**src/hw/cs_dev_pkg.sv**
```systemverilog
// Constants, state encoding and state record of the chip-select device interface.
// Contract
// - Type 3 regions: OE asserted at least one cycle after chip enable.
// - Type 9 regions take the next chip enable one cycle earlier than type 3; the code takes it two cycles earlier, skipping HOLD and IDLE.
// - Type 1 burst uses OE and WE plus a burst beat request signal.
// - Type 2 burst: chip enable held through latency; start strobe timed like TS.
// - Type 2 burst regions use internal acknowledge; controller generates transfer acknowledge.
// - One shared pin: select 1 gives last-beat timing, 0 beat request timing; code gives beat request outside type 2, last-beat in type 2 if 1.
// - Burst regions latch address; next access to same device may overlap.
// - Codes 0101 type 1 async OE, 0111 type 1 sync OE, 1000 type 2.
// - Single-word access to burstable region asserts OE or WE one word only.
// - Fixed burst keeps OE or WE asserted four beats unless terminated early.
// - Burst to non-burstable region: signal burst inhibit, do a single transfer.
// - Burst to 16-bit burstable port: hold enables until bus unit ends burst.
// - Single word to 16-bit port: one access and report 16-bit width.
// - Config bit 0 selects shared pins: 0 address, 1 chip-select (default).
// - Config bit 2 selects burst type: 0 type 1 default, 1 type 2; CFG_DEFAULT sets bit 2 to 1.
// - Config bit 3 boot type 0x08 or 0x01; bit 4 boot width 16 or 32.
// - Config bits 6 to 8 give boot acknowledge delay 0 to 7 waits.
// - Boot region: CE and OE only, no WE; select over 64 Mbyte; base by prefix.
// - During reset all chip-select outputs are driven high.
package cs_dev_pkg;
	localparam logic [3:0] TYPE_ASYNC = 4'h1;
	localparam logic [3:0] TYPE_SYNC_ASYNC_OE = 4'h2;
	localparam logic [3:0] TYPE_SYNC_OE = 4'h3;
	localparam logic [3:0] TYPE_BURST1_ASYNC_OE = 4'h5;
	localparam logic [3:0] TYPE_BURST1_SYNC_OE = 4'h7;
	localparam logic [3:0] TYPE_BURST2 = 4'h8;
	localparam logic [3:0] TYPE_EARLY_OVERLAP = 4'h9;
	localparam logic [2:0] BURST_BEATS = 3'h4;
	localparam logic [2:0] SINGLE_BEAT = 3'h1;
	localparam int CFG_WIDTH = 9;
	localparam int CFG_PIN_FUNCTION = 0;
	localparam int CFG_VECTOR_PREFIX = 1;
	localparam int CFG_BURST_TYPE = 2;
	localparam int CFG_BOOT_TYPE = 3;
	localparam int CFG_BOOT_WIDTH = 4;
	localparam int CFG_BOOT_WAIT_LSB = 6;
	localparam logic [8:0] CFG_DEFAULT = 9'h1DD;
	localparam logic [3:0] BOOT_TYPE_BURST = 4'h8;
	localparam logic [3:0] BOOT_TYPE_ASYNC = 4'h1;
	localparam logic [31:0] BOOT_BASE_HIGH = 32'hFFF00000;
	localparam logic [31:0] BOOT_BASE_LOW = 32'h00000000;

	typedef enum logic [4:0] {
		ST_IDLE = 5'h01,
		ST_LEAD = 5'h02,
		ST_WAIT = 5'h04,
		ST_DATA = 5'h08,
		ST_HOLD = 5'h10
	} state_t;

	typedef struct packed {
		state_t state;
		logic [8:0] cfg;
		logic [3:0] interface_type;
		logic isWrite;
		logic isBoot;
		logic ackInternal;
		logic port16;
		logic holdToEnd;
		logic [2:0] waitStates;
		logic [2:0] waitCnt;
		logic [2:0] beats;
		logic chipEnableN;
		logic outputEnableN;
		logic writeEnableN;
		logic burstPinN;
		logic startStrobeN;
		logic bootSelectN;
		logic transferAcknowledge;
		logic burstInhibit;
		logic port16Indicate;
	} cs_state_t;
endpackage : cs_dev_pkg

```
**src/hw/chip_select_device_interface.sv**
```systemverilog
// Chip-select sequencer for synchronous and burst external memory regions.
`timescale 1ns/1ps
`default_nettype none
module chip_select_device_interface (
	input wire logic clk,
	input wire logic rst,
	input wire logic clkEn,
	input wire logic [8:0] resetConfig,
	input wire logic transferStart,
	input wire logic accessWrite,
	input wire logic accessBurst,
	input wire logic regionHit,
	input wire logic bootHit,
	input wire logic [3:0] interfaceType,
	input wire logic internalAckSelect,
	input wire logic [2:0] regionWaitStates,
	input wire logic regionPort16,
	input wire logic externalAck,
	input wire logic earlyTerminate,
	input wire logic burstEnd,
	output logic chipEnableN,
	output logic outputEnableN,
	output logic writeEnableN,
	output logic burstPinN,
	output logic startStrobeN,
	output logic bootRegionSelectN,
	output logic transferAcknowledge,
	output logic burstInhibit,
	output logic port16Indicate,
	output logic chipSelectPinMode,
	output logic burstPinSelect,
	output logic [31:0] bootRegionBase
);
	cs_dev_pkg::cs_state_t st;
	cs_dev_pkg::cs_state_t next_st;

	logic [3:0] reqType;
	logic [2:0] reqWait;
	logic reqPort16;
	logic reqAckInt;
	logic reqBurstable;
	logic reqSyncOe;
	logic acceptNew;
	logic lastBeat;
	logic beatDone;
	logic overlapOk;

	// Boot accesses take their attributes from the configuration word, not the region ports.
	always_comb begin
		if (bootHit) begin
			reqType = st.cfg[cs_dev_pkg::CFG_BOOT_TYPE] ? cs_dev_pkg::BOOT_TYPE_ASYNC
				: cs_dev_pkg::BOOT_TYPE_BURST;
			reqPort16 = !st.cfg[cs_dev_pkg::CFG_BOOT_WIDTH];
			reqWait = st.cfg[cs_dev_pkg::CFG_BOOT_WAIT_LSB +: 3];
			reqAckInt = 1'b1;
		end else begin
			reqType = interfaceType;
			reqPort16 = regionPort16;
			reqWait = regionWaitStates;
			reqAckInt = internalAckSelect || (interfaceType == cs_dev_pkg::TYPE_BURST2);
		end
		reqBurstable = (reqType == cs_dev_pkg::TYPE_BURST1_ASYNC_OE)
			|| (reqType == cs_dev_pkg::TYPE_BURST1_SYNC_OE)
			|| (reqType == cs_dev_pkg::TYPE_BURST2);
		reqSyncOe = (reqType == cs_dev_pkg::TYPE_SYNC_OE) || (reqType == cs_dev_pkg::TYPE_EARLY_OVERLAP)
			|| (reqType == cs_dev_pkg::TYPE_BURST1_SYNC_OE);
	end

	assign lastBeat = (st.beats == cs_dev_pkg::SINGLE_BEAT) && !st.holdToEnd;
	assign beatDone = st.ackInternal || externalAck;
	// Early overlap only after a type 9 access with acknowledge known internally, when the next request is a read.
	assign overlapOk = (st.interface_type == cs_dev_pkg::TYPE_EARLY_OVERLAP) && st.ackInternal
		&& !accessWrite && (regionHit || bootHit);
	assign acceptNew = transferStart && (regionHit || bootHit);

	function automatic cs_dev_pkg::cs_state_t start_access(input cs_dev_pkg::cs_state_t cur,
		input logic [3:0] t, input logic [2:0] w, input logic p16, input logic ai, input logic burstable,
		input logic syncOe);
		cs_dev_pkg::cs_state_t s;
		s = cur;
		s.state = cs_dev_pkg::ST_LEAD;
		s.interface_type = t;
		s.isWrite = accessWrite && !bootHit;
		s.isBoot = bootHit;
		s.ackInternal = ai;
		s.port16 = p16;
		s.waitStates = w;
		s.waitCnt = w;
		s.holdToEnd = accessBurst && burstable && p16;
		s.beats = (accessBurst && burstable) ? cs_dev_pkg::BURST_BEATS : cs_dev_pkg::SINGLE_BEAT;
		s.burstInhibit = accessBurst && !burstable;
		s.port16Indicate = p16 && !(accessBurst && burstable);
		s.chipEnableN = bootHit;
		s.bootSelectN = !bootHit;
		s.startStrobeN = (t != cs_dev_pkg::TYPE_BURST2);
		s.outputEnableN = accessWrite || syncOe || (t == cs_dev_pkg::TYPE_BURST2);
		s.writeEnableN = 1'b1;
		s.transferAcknowledge = 1'b0;
		s.burstPinN = 1'b1;
		return s;
	endfunction : start_access

	always_comb begin
		next_st = st;
		next_st.startStrobeN = 1'b1;
		next_st.burstInhibit = 1'b0;
		next_st.port16Indicate = 1'b0;
		next_st.transferAcknowledge = 1'b0;
		case (st.state)
			cs_dev_pkg::ST_IDLE: begin
				if (acceptNew) begin
					next_st = start_access(st, reqType, reqWait, reqPort16, reqAckInt, reqBurstable, reqSyncOe);
				end
			end
			cs_dev_pkg::ST_LEAD: begin
				// A synchronous OE goes out only here, a full cycle behind chip enable.
				if (!st.isWrite) begin
					next_st.outputEnableN = (st.interface_type == cs_dev_pkg::TYPE_BURST2);
				end
				next_st.state = (st.waitCnt == 3'h0) ? cs_dev_pkg::ST_DATA : cs_dev_pkg::ST_WAIT;
				if (st.waitCnt == 3'h0) begin
					next_st.writeEnableN = !st.isWrite;
					next_st.transferAcknowledge = st.ackInternal;
					next_st.burstPinN = !((st.interface_type != cs_dev_pkg::TYPE_BURST2) ? !lastBeat
						: (st.cfg[cs_dev_pkg::CFG_BURST_TYPE] && lastBeat));
				end
			end
			cs_dev_pkg::ST_WAIT: begin
				// Chip enable, or the boot select on a boot access, stays low through every wait state.
				next_st.waitCnt = st.waitCnt - 3'h1;
				if (st.waitCnt == 3'h1) begin
					next_st.state = cs_dev_pkg::ST_DATA;
					next_st.writeEnableN = !st.isWrite;
					next_st.transferAcknowledge = st.ackInternal;
					next_st.burstPinN = !((st.interface_type != cs_dev_pkg::TYPE_BURST2) ? !lastBeat
						: (st.cfg[cs_dev_pkg::CFG_BURST_TYPE] && lastBeat));
				end
			end
			cs_dev_pkg::ST_DATA: begin
				if (beatDone) begin
					if (st.holdToEnd) begin
						next_st.transferAcknowledge = st.ackInternal;
						if (burstEnd || earlyTerminate) begin
							next_st.state = cs_dev_pkg::ST_HOLD;
							next_st.transferAcknowledge = 1'b0;
						end
					end else if (lastBeat || earlyTerminate) begin
						next_st.state = cs_dev_pkg::ST_HOLD;
						if (overlapOk && transferStart) begin
							next_st = start_access(st, reqType, reqWait, reqPort16, reqAckInt, reqBurstable,
								reqSyncOe);
						end
					end else begin
						next_st.beats = st.beats - 3'h1;
						next_st.transferAcknowledge = st.ackInternal;
						next_st.burstPinN = !((st.interface_type != cs_dev_pkg::TYPE_BURST2)
							? (st.beats > 3'h2)
							: (st.cfg[cs_dev_pkg::CFG_BURST_TYPE] && (st.beats == 3'h2)));
					end
				end
				if (next_st.state == cs_dev_pkg::ST_HOLD) begin
					next_st.outputEnableN = 1'b1;
					next_st.writeEnableN = 1'b1;
					next_st.burstPinN = 1'b1;
					next_st.chipEnableN = 1'b1;
					next_st.bootSelectN = 1'b1;
				end
			end
			cs_dev_pkg::ST_HOLD: begin
				// One idle cycle lets a device that floats late release the data bus.
				next_st.state = cs_dev_pkg::ST_IDLE;
			end
			default: begin
				next_st.state = cs_dev_pkg::ST_IDLE;
			end
		endcase
	end

	always_ff @(posedge clk) begin
		if (rst) begin
			st.state <= cs_dev_pkg::ST_IDLE;
			// Strap level is taken on every reset cycle, so the last one before release holds.
			st.cfg <= resetConfig;
			st.interface_type <= cs_dev_pkg::TYPE_ASYNC;
			st.isWrite <= 1'b0;
			st.isBoot <= 1'b0;
			st.ackInternal <= 1'b0;
			st.port16 <= 1'b0;
			st.holdToEnd <= 1'b0;
			st.waitStates <= 3'h0;
			st.waitCnt <= 3'h0;
			st.beats <= 3'h0;
			st.chipEnableN <= 1'b1;
			st.outputEnableN <= 1'b1;
			st.writeEnableN <= 1'b1;
			st.burstPinN <= 1'b1;
			st.startStrobeN <= 1'b1;
			st.bootSelectN <= 1'b1;
			st.transferAcknowledge <= 1'b0;
			st.burstInhibit <= 1'b0;
			st.port16Indicate <= 1'b0;
		end else if (clkEn) begin
			st <= next_st;
		end
	end

	always_ff @(posedge clk) begin
		if (rst) begin
			chipSelectPinMode <= 1'b1;
			burstPinSelect <= 1'b0;
			bootRegionBase <= cs_dev_pkg::BOOT_BASE_LOW;
		end else if (clkEn) begin
			chipSelectPinMode <= st.cfg[cs_dev_pkg::CFG_PIN_FUNCTION];
			burstPinSelect <= st.cfg[cs_dev_pkg::CFG_BURST_TYPE];
			bootRegionBase <= st.cfg[cs_dev_pkg::CFG_VECTOR_PREFIX] ? cs_dev_pkg::BOOT_BASE_HIGH
				: cs_dev_pkg::BOOT_BASE_LOW;
		end
	end

	assign chipEnableN = st.chipEnableN;
	assign outputEnableN = st.outputEnableN;
	assign writeEnableN = st.writeEnableN;
	assign burstPinN = st.burstPinN;
	assign startStrobeN = st.startStrobeN;
	assign bootRegionSelectN = st.bootSelectN;
	assign transferAcknowledge = st.transferAcknowledge;
	assign burstInhibit = st.burstInhibit;
	assign port16Indicate = st.port16Indicate;

	logic [2:0] ackCount;
	always_ff @(posedge clk) begin
		if (rst || st.state == cs_dev_pkg::ST_IDLE) begin
			ackCount <= 3'h0;
		end else if (clkEn && transferAcknowledge && ackCount != 3'h7) begin
			ackCount <= ackCount + 3'h1;
		end
	end

	a_reset_cs_high: assert property (@(posedge clk) $past(rst) |-> chipEnableN && bootRegionSelectN)
		else $error("chip selects not negated after reset");
	a_sync_oe_lag: assert property (@(posedge clk) disable iff (rst)
		$fell(outputEnableN) && st.interface_type == cs_dev_pkg::TYPE_SYNC_OE |-> $past(!chipEnableN))
		else $error("synchronous OE asserted without a prior chip enable cycle");
	a_burst_beats: assert property (@(posedge clk) disable iff (rst)
		!st.holdToEnd |-> ackCount <= cs_dev_pkg::BURST_BEATS)
		else $error("more than four beats acknowledged");
	a_boot_no_write: assert property (@(posedge clk) disable iff (rst)
		!bootRegionSelectN |-> writeEnableN)
		else $error("write enable asserted on boot region");
	a_strobe_type2: assert property (@(posedge clk) disable iff (rst)
		!startStrobeN |-> st.interface_type == cs_dev_pkg::TYPE_BURST2 && !chipEnableN)
		else $error("start strobe outside a type 2 burst");
	a_last_final: assert property (@(posedge clk) disable iff (rst)
		!burstPinN && st.interface_type == cs_dev_pkg::TYPE_BURST2 |-> st.beats == cs_dev_pkg::SINGLE_BEAT
			&& st.cfg[cs_dev_pkg::CFG_BURST_TYPE])
		else $error("last-beat timing on a non-final beat");
	a_inhibit_single: assert property (@(posedge clk) disable iff (rst)
		burstInhibit |-> st.beats == cs_dev_pkg::SINGLE_BEAT)
		else $error("inhibited burst not reduced to one word");
	a_type2_ack: assert property (@(posedge clk) disable iff (rst)
		st.interface_type == cs_dev_pkg::TYPE_BURST2 && st.state != cs_dev_pkg::ST_IDLE |-> st.ackInternal)
		else $error("type 2 burst without internal acknowledge");
	a_ce_held_wait: assert property (@(posedge clk) disable iff (rst)
		st.state == cs_dev_pkg::ST_WAIT && clkEn |=> !chipEnableN || !bootRegionSelectN)
		else $error("chip enable dropped during wait states");
	a_port16_report: assert property (@(posedge clk) disable iff (rst)
		port16Indicate |-> st.port16 && st.beats == cs_dev_pkg::SINGLE_BEAT)
		else $error("16-bit width reported wrongly");

	c_burst_read: cover property (@(posedge clk) disable iff (rst)
		ackCount == cs_dev_pkg::BURST_BEATS && !outputEnableN);
	c_type2_burst: cover property (@(posedge clk) disable iff (rst) !startStrobeN);
	c_early_overlap: cover property (@(posedge clk) disable iff (rst)
		st.state == cs_dev_pkg::ST_DATA && overlapOk && transferStart && beatDone && lastBeat);
	c_inhibit: cover property (@(posedge clk) disable iff (rst) burstInhibit);
endmodule : chip_select_device_interface
`default_nettype wire

```
**config.mk**
```make
export PLATFORM = sky130hd
export DESIGN_NAME = chip_select_device_interface
export DESIGN_NICKNAME = d
export VERILOG_FILES = /design/src/hw/cs_dev_pkg.sv /design/src/hw/chip_select_device_interface.sv
export SDC_FILE = /design/constraint.sdc
export NUM_CORES = 1
export LEC_CHECK = 0
export ABC_AREA = 1
export BUFFER_PORTS_ARGS = -buffer_cell sky130_fd_sc_hd__buf_2
export CAP_MARGIN = 20
export CORE_MARGIN = 5
export CORE_UTILIZATION = 38
export CTS_CLUSTER_DIAMETER = 100
export DETAILED_ROUTE_END_ITERATION = 6
export HOLD_SLACK_MARGIN = 0.06
export PLACE_DENSITY = 0.69
export SYNTH_ARGS = -nofsm -noshare
export SYNTH_HDL_FRONTEND = slang
export SYNTH_SLANG_ARGS = --single-unit
```
**constraint.sdc**
```tcl
create_clock -name clk -period 1.5 [get_ports clk]
set_input_delay 0.15 -clock clk [delete_from_list [all_inputs] [get_ports clk]]
set_output_delay 0.15 -clock clk [all_outputs]
set_load 0.01 [all_outputs]
```
==> flow_metrics.tcl <==
set metrics [dict create \
    dp_slack_ns -0.1959 \
    synth_compound_area_frac 0.1393 \
    ant_nets 0 \
    layout-drive-gt1-share 0.4742 \
    worst_slack_ns -0.1800 \
    synth.mux.area_fraction 0 \
    cp_data_arrival_time_ns 1.83 \
    cp-start-kind "register" \
    fp.dieH_um 92.52 \
    async_flop_share 0 \
    insertedDiodeCount 0 \
    synth_fa_ha_area_frac 0.02901 \
    first_global_vias 2412 \
    clock-sinks 38 \
    utilization 0.5559 \
    fp.dieArea_sq_um 8559 \
    synth_xor_area_frac 0.006770 \
    drv_slew 0 \
    synth_top_family_by_area "simple AND/OR/NAND/NOR gates" \
    min_period_over_period 1.120 \
    cts_tree "done" \
    synthCells 379 \
    vdd.ir_drop.worst_mv 0.4735 \
    route.detailed.drc 0 \
    grt_pass1_wl_mm 11.28 \
    yosysUniqueCellTypes 39 \
    synth-simple-area-share 0.3143 \
    ys_warn_count 0 \
    powerDensity_nw_per_um2 726.4 \
    drt_iter0_drc 205 \
    wl_per_cell_um 13.89 \
    grt_usage 0.1657 \
    finalHoldViolations 0 \
    area_growth_pct 44.34 \
    outcome "finished with violations" \
    num_vias 2742 \
    hold_class "primary input to register" \
    timing.reg2reg.setup_slack_ns -0.18 \
    fillers 608 \
    syn-cell-area_sq_um 2587 \
    setup_violations 24 \
    routed_wl_mm 7.847 \
    p_leak_nw 1.799 \
    dp_cells 541 \
    finalNetCount 519 \
    cts_buffers 5 \
    drv_cap 0 \
    io_buffers 50 \
    cts_buffer_depth 2 \
    worstPathMaxFanout 6 \
    placementRows 30 \
    period_needed_ns 1.680 \
    violations "negative setup slack" \
    rsz0062_at_grt "true" \
    clock_latency_ns 0.30 \
    finClkSkew_ns 0.008704 \
    fp.dieW_um 92.52 \
    core-area_sq_um 6719 \
    regArea_sq_um 859.6 \
    worstPathRequired_ns 1.65 \
    hpwlAfterDp_mm 5.444 \
    io_pins 72 \
    grt_max_degree 32 \
    antenna_found_initial 0 \
    overflow 0 \
    max_slew.worst_pin.slew_ns 0.5353 \
    criticalPathCategory "register to register" \
    start_util 0.3851 \
    finalNonFillerCells 565 \
    cp-end-kind "register" \
    holdBufCountCts 0 \
    synth_seq_area_share 0.3250 \
    synth-seq-cells 38 \
    clk_pin_slew_ns 0.08 \
    place_congestion 1.012 \
    synth_edf_count 8 \
    dr.pass1.iters 4 \
    synth_ff_type "dfxtp_1" \
    viasPerCell 4.853 \
    max_clock_freq_ghz 0.5952 \
    avgSynthCellArea_sq_um 6.827 \
    h-tree-depth 2 \
    cts-root-buf "clkbuf_8" \
    relSlewSlack 0.6427 \
    multi_input_area_sq_um 1689 \
]
==> cells in the final DEF (no fill, tap or decap), types with 3 or more instances in the layout <==
master and n:
nand2_1 65, buf_4 58, buf_2 50, inv_1 38
nor2_1 27, conb_1 20, dfxtp_1 19, a21oi_1 16
nand3_1 15, inv_2 13, nor2_4 13, nand3_2 11
o21ai_0 11, nor2_2 10, o21ai_1 10, nand2_2 9
a21oi_2 9, dfxtp_2 9, o21ai_2 8, edfxtp_1 8
nor3_1 6, ha_1 5, clkbuf_8 5, buf_6 5
o21ai_4 4, nand4_1 4, nand2_4 4, inv_4 3
nand3_4 3
==> what timing repair did <==
item                       CTS  global route
buffers inserted             1            16
resized for setup           20           102
gates cloned                 1             0
pin swaps                    4            33
setup endpoints to repair   26            27
==> sequential cells by signal, summed over array words and instances, names as in the netlist <==
register,flops
port16Indicate,1
burstPinSelect,1
startStrobeN,1
bootRegionSelectN,1
transferAcknowledge,1
burstInhibit,1
chipSelectPinMode,1
writeEnableN,1
burstPinN,1
outputEnableN,1
st,26
bootRegionBase,1
chipEnableN,1
==> worst max-delay path, stage by stage (launching register included) <==
cell,delay (ns)
dfxtp_4,0.39
inv_4,0.04
nand4_1,0.17
nor2_2,0.08
nor2_2,0.15
inv_2,0.08
nor2_4,0.18
inv_4,0.08
nor2_8,0.15
inv_6,0.06
nand2_2,0.07
nand3_2,0.07
==> layout make-up <==
| type | instances | share of cell area |
|---|---|---|
| tap | 80 | 0.02680 |
| sequential | 38 | 0.2302 |
| clock inverter | 2 | 0.004020 |
| timing repair buffer | 114 | 0.2040 |
| clock buffer | 6 | 0.01943 |
| multi-input combinational | 268 | 0.4523 |
| inverter | 57 | 0.06332 |
==> cell usage after synthesis, types with 2 or more instances <==
cell type / count / area (sq um)
nor2_4: 3 / 33.78
nor2_2: 5 / 31.28
o21ai_0: 26 / 130.1
a21oi_1: 24 / 120.1
a21oi_2: 2 / 17.52
dfxtp_1: 30 / 600.6
o21ai_1: 5 / 25.02
inv_2: 9 / 33.78
edfxtp_1: 8 / 240.2
nand3b_1: 2 / 15.01
inv_1: 47 / 176.4
clkbuf_1: 3 / 11.26
a31oi_1: 2 / 12.51
ha_1: 6 / 75.07
o211ai_1: 2 / 15.01
nand4_1: 4 / 25.02
nor2_1: 41 / 153.9
nand2_1: 77 / 289.0
nand3_1: 27 / 135.1
nor3_1: 7 / 35.03
buf_4: 31 / 232.7
==> through the flow <==
stage / cell area, sq um / TNS, ns / hold WS (ns) / power, mW
final: 3735 / -2.592 / 0.09988 / 2.713
after global routing: 3735 / -5.538 / 0.1111 / 2.869
after CTS: 3299 / -1.609 / 0.09092 / 2.571
after detailed placement: 3152 / -2.402 / 0.4085 / 1.833
after global placement: 3152 / -2.017 / 0.4048 / 1.822
after floorplan: 2681 / 0 / 0.2394 / 1.616
==> path summary, 6_finish.rpt <==
path	start	end	depth (start not counted)
min reg2reg	st[27]$_DFFE_PP_	chipSelectPinMode$_SDFFE_PP1P_	2
max	st[37]$_SDFFE_PP0P_	st[23]$_SDFFE_PP1P_	11
max reg2reg	st[37]$_SDFFE_PP0P_	st[23]$_SDFFE_PP1P_	11
min	resetConfig[6]	st[33]$_DFFE_PP_	3
==> power breakdown <==
group          switching (mW)  total [mW]  internal [mW]  leakage (nW)
Combinational           0.483       0.833          0.350          1.43
Sequential             0.0509        1.16           1.11         0.327
Clock                   0.388       0.716          0.328        0.0374
==> logic make-up (layout without fill, tap and decap cells) <==
group / Yosys count / after routing
adders and majority gates: 6 / 6
and+or+nand+nor: 174 / 175
xor gates and xnor gates: 2 / 2
DFF: 38 / 38
AOI/OAI and AO/OA: 65 / 65
other: 1 / 20
buffers and inverters: 93 / 179
==> metal layers <==
metal	up-vias	track usage	share of wire
li1	1388	-	-
met1	1256	0.2131	0.41
met2	79	0.2719	0.51
met3	19	0.03249	0.055
met4	0	0.06559	0.031
met5	-	0	0
No activity file was read; power rests on OpenSTA's default activity.
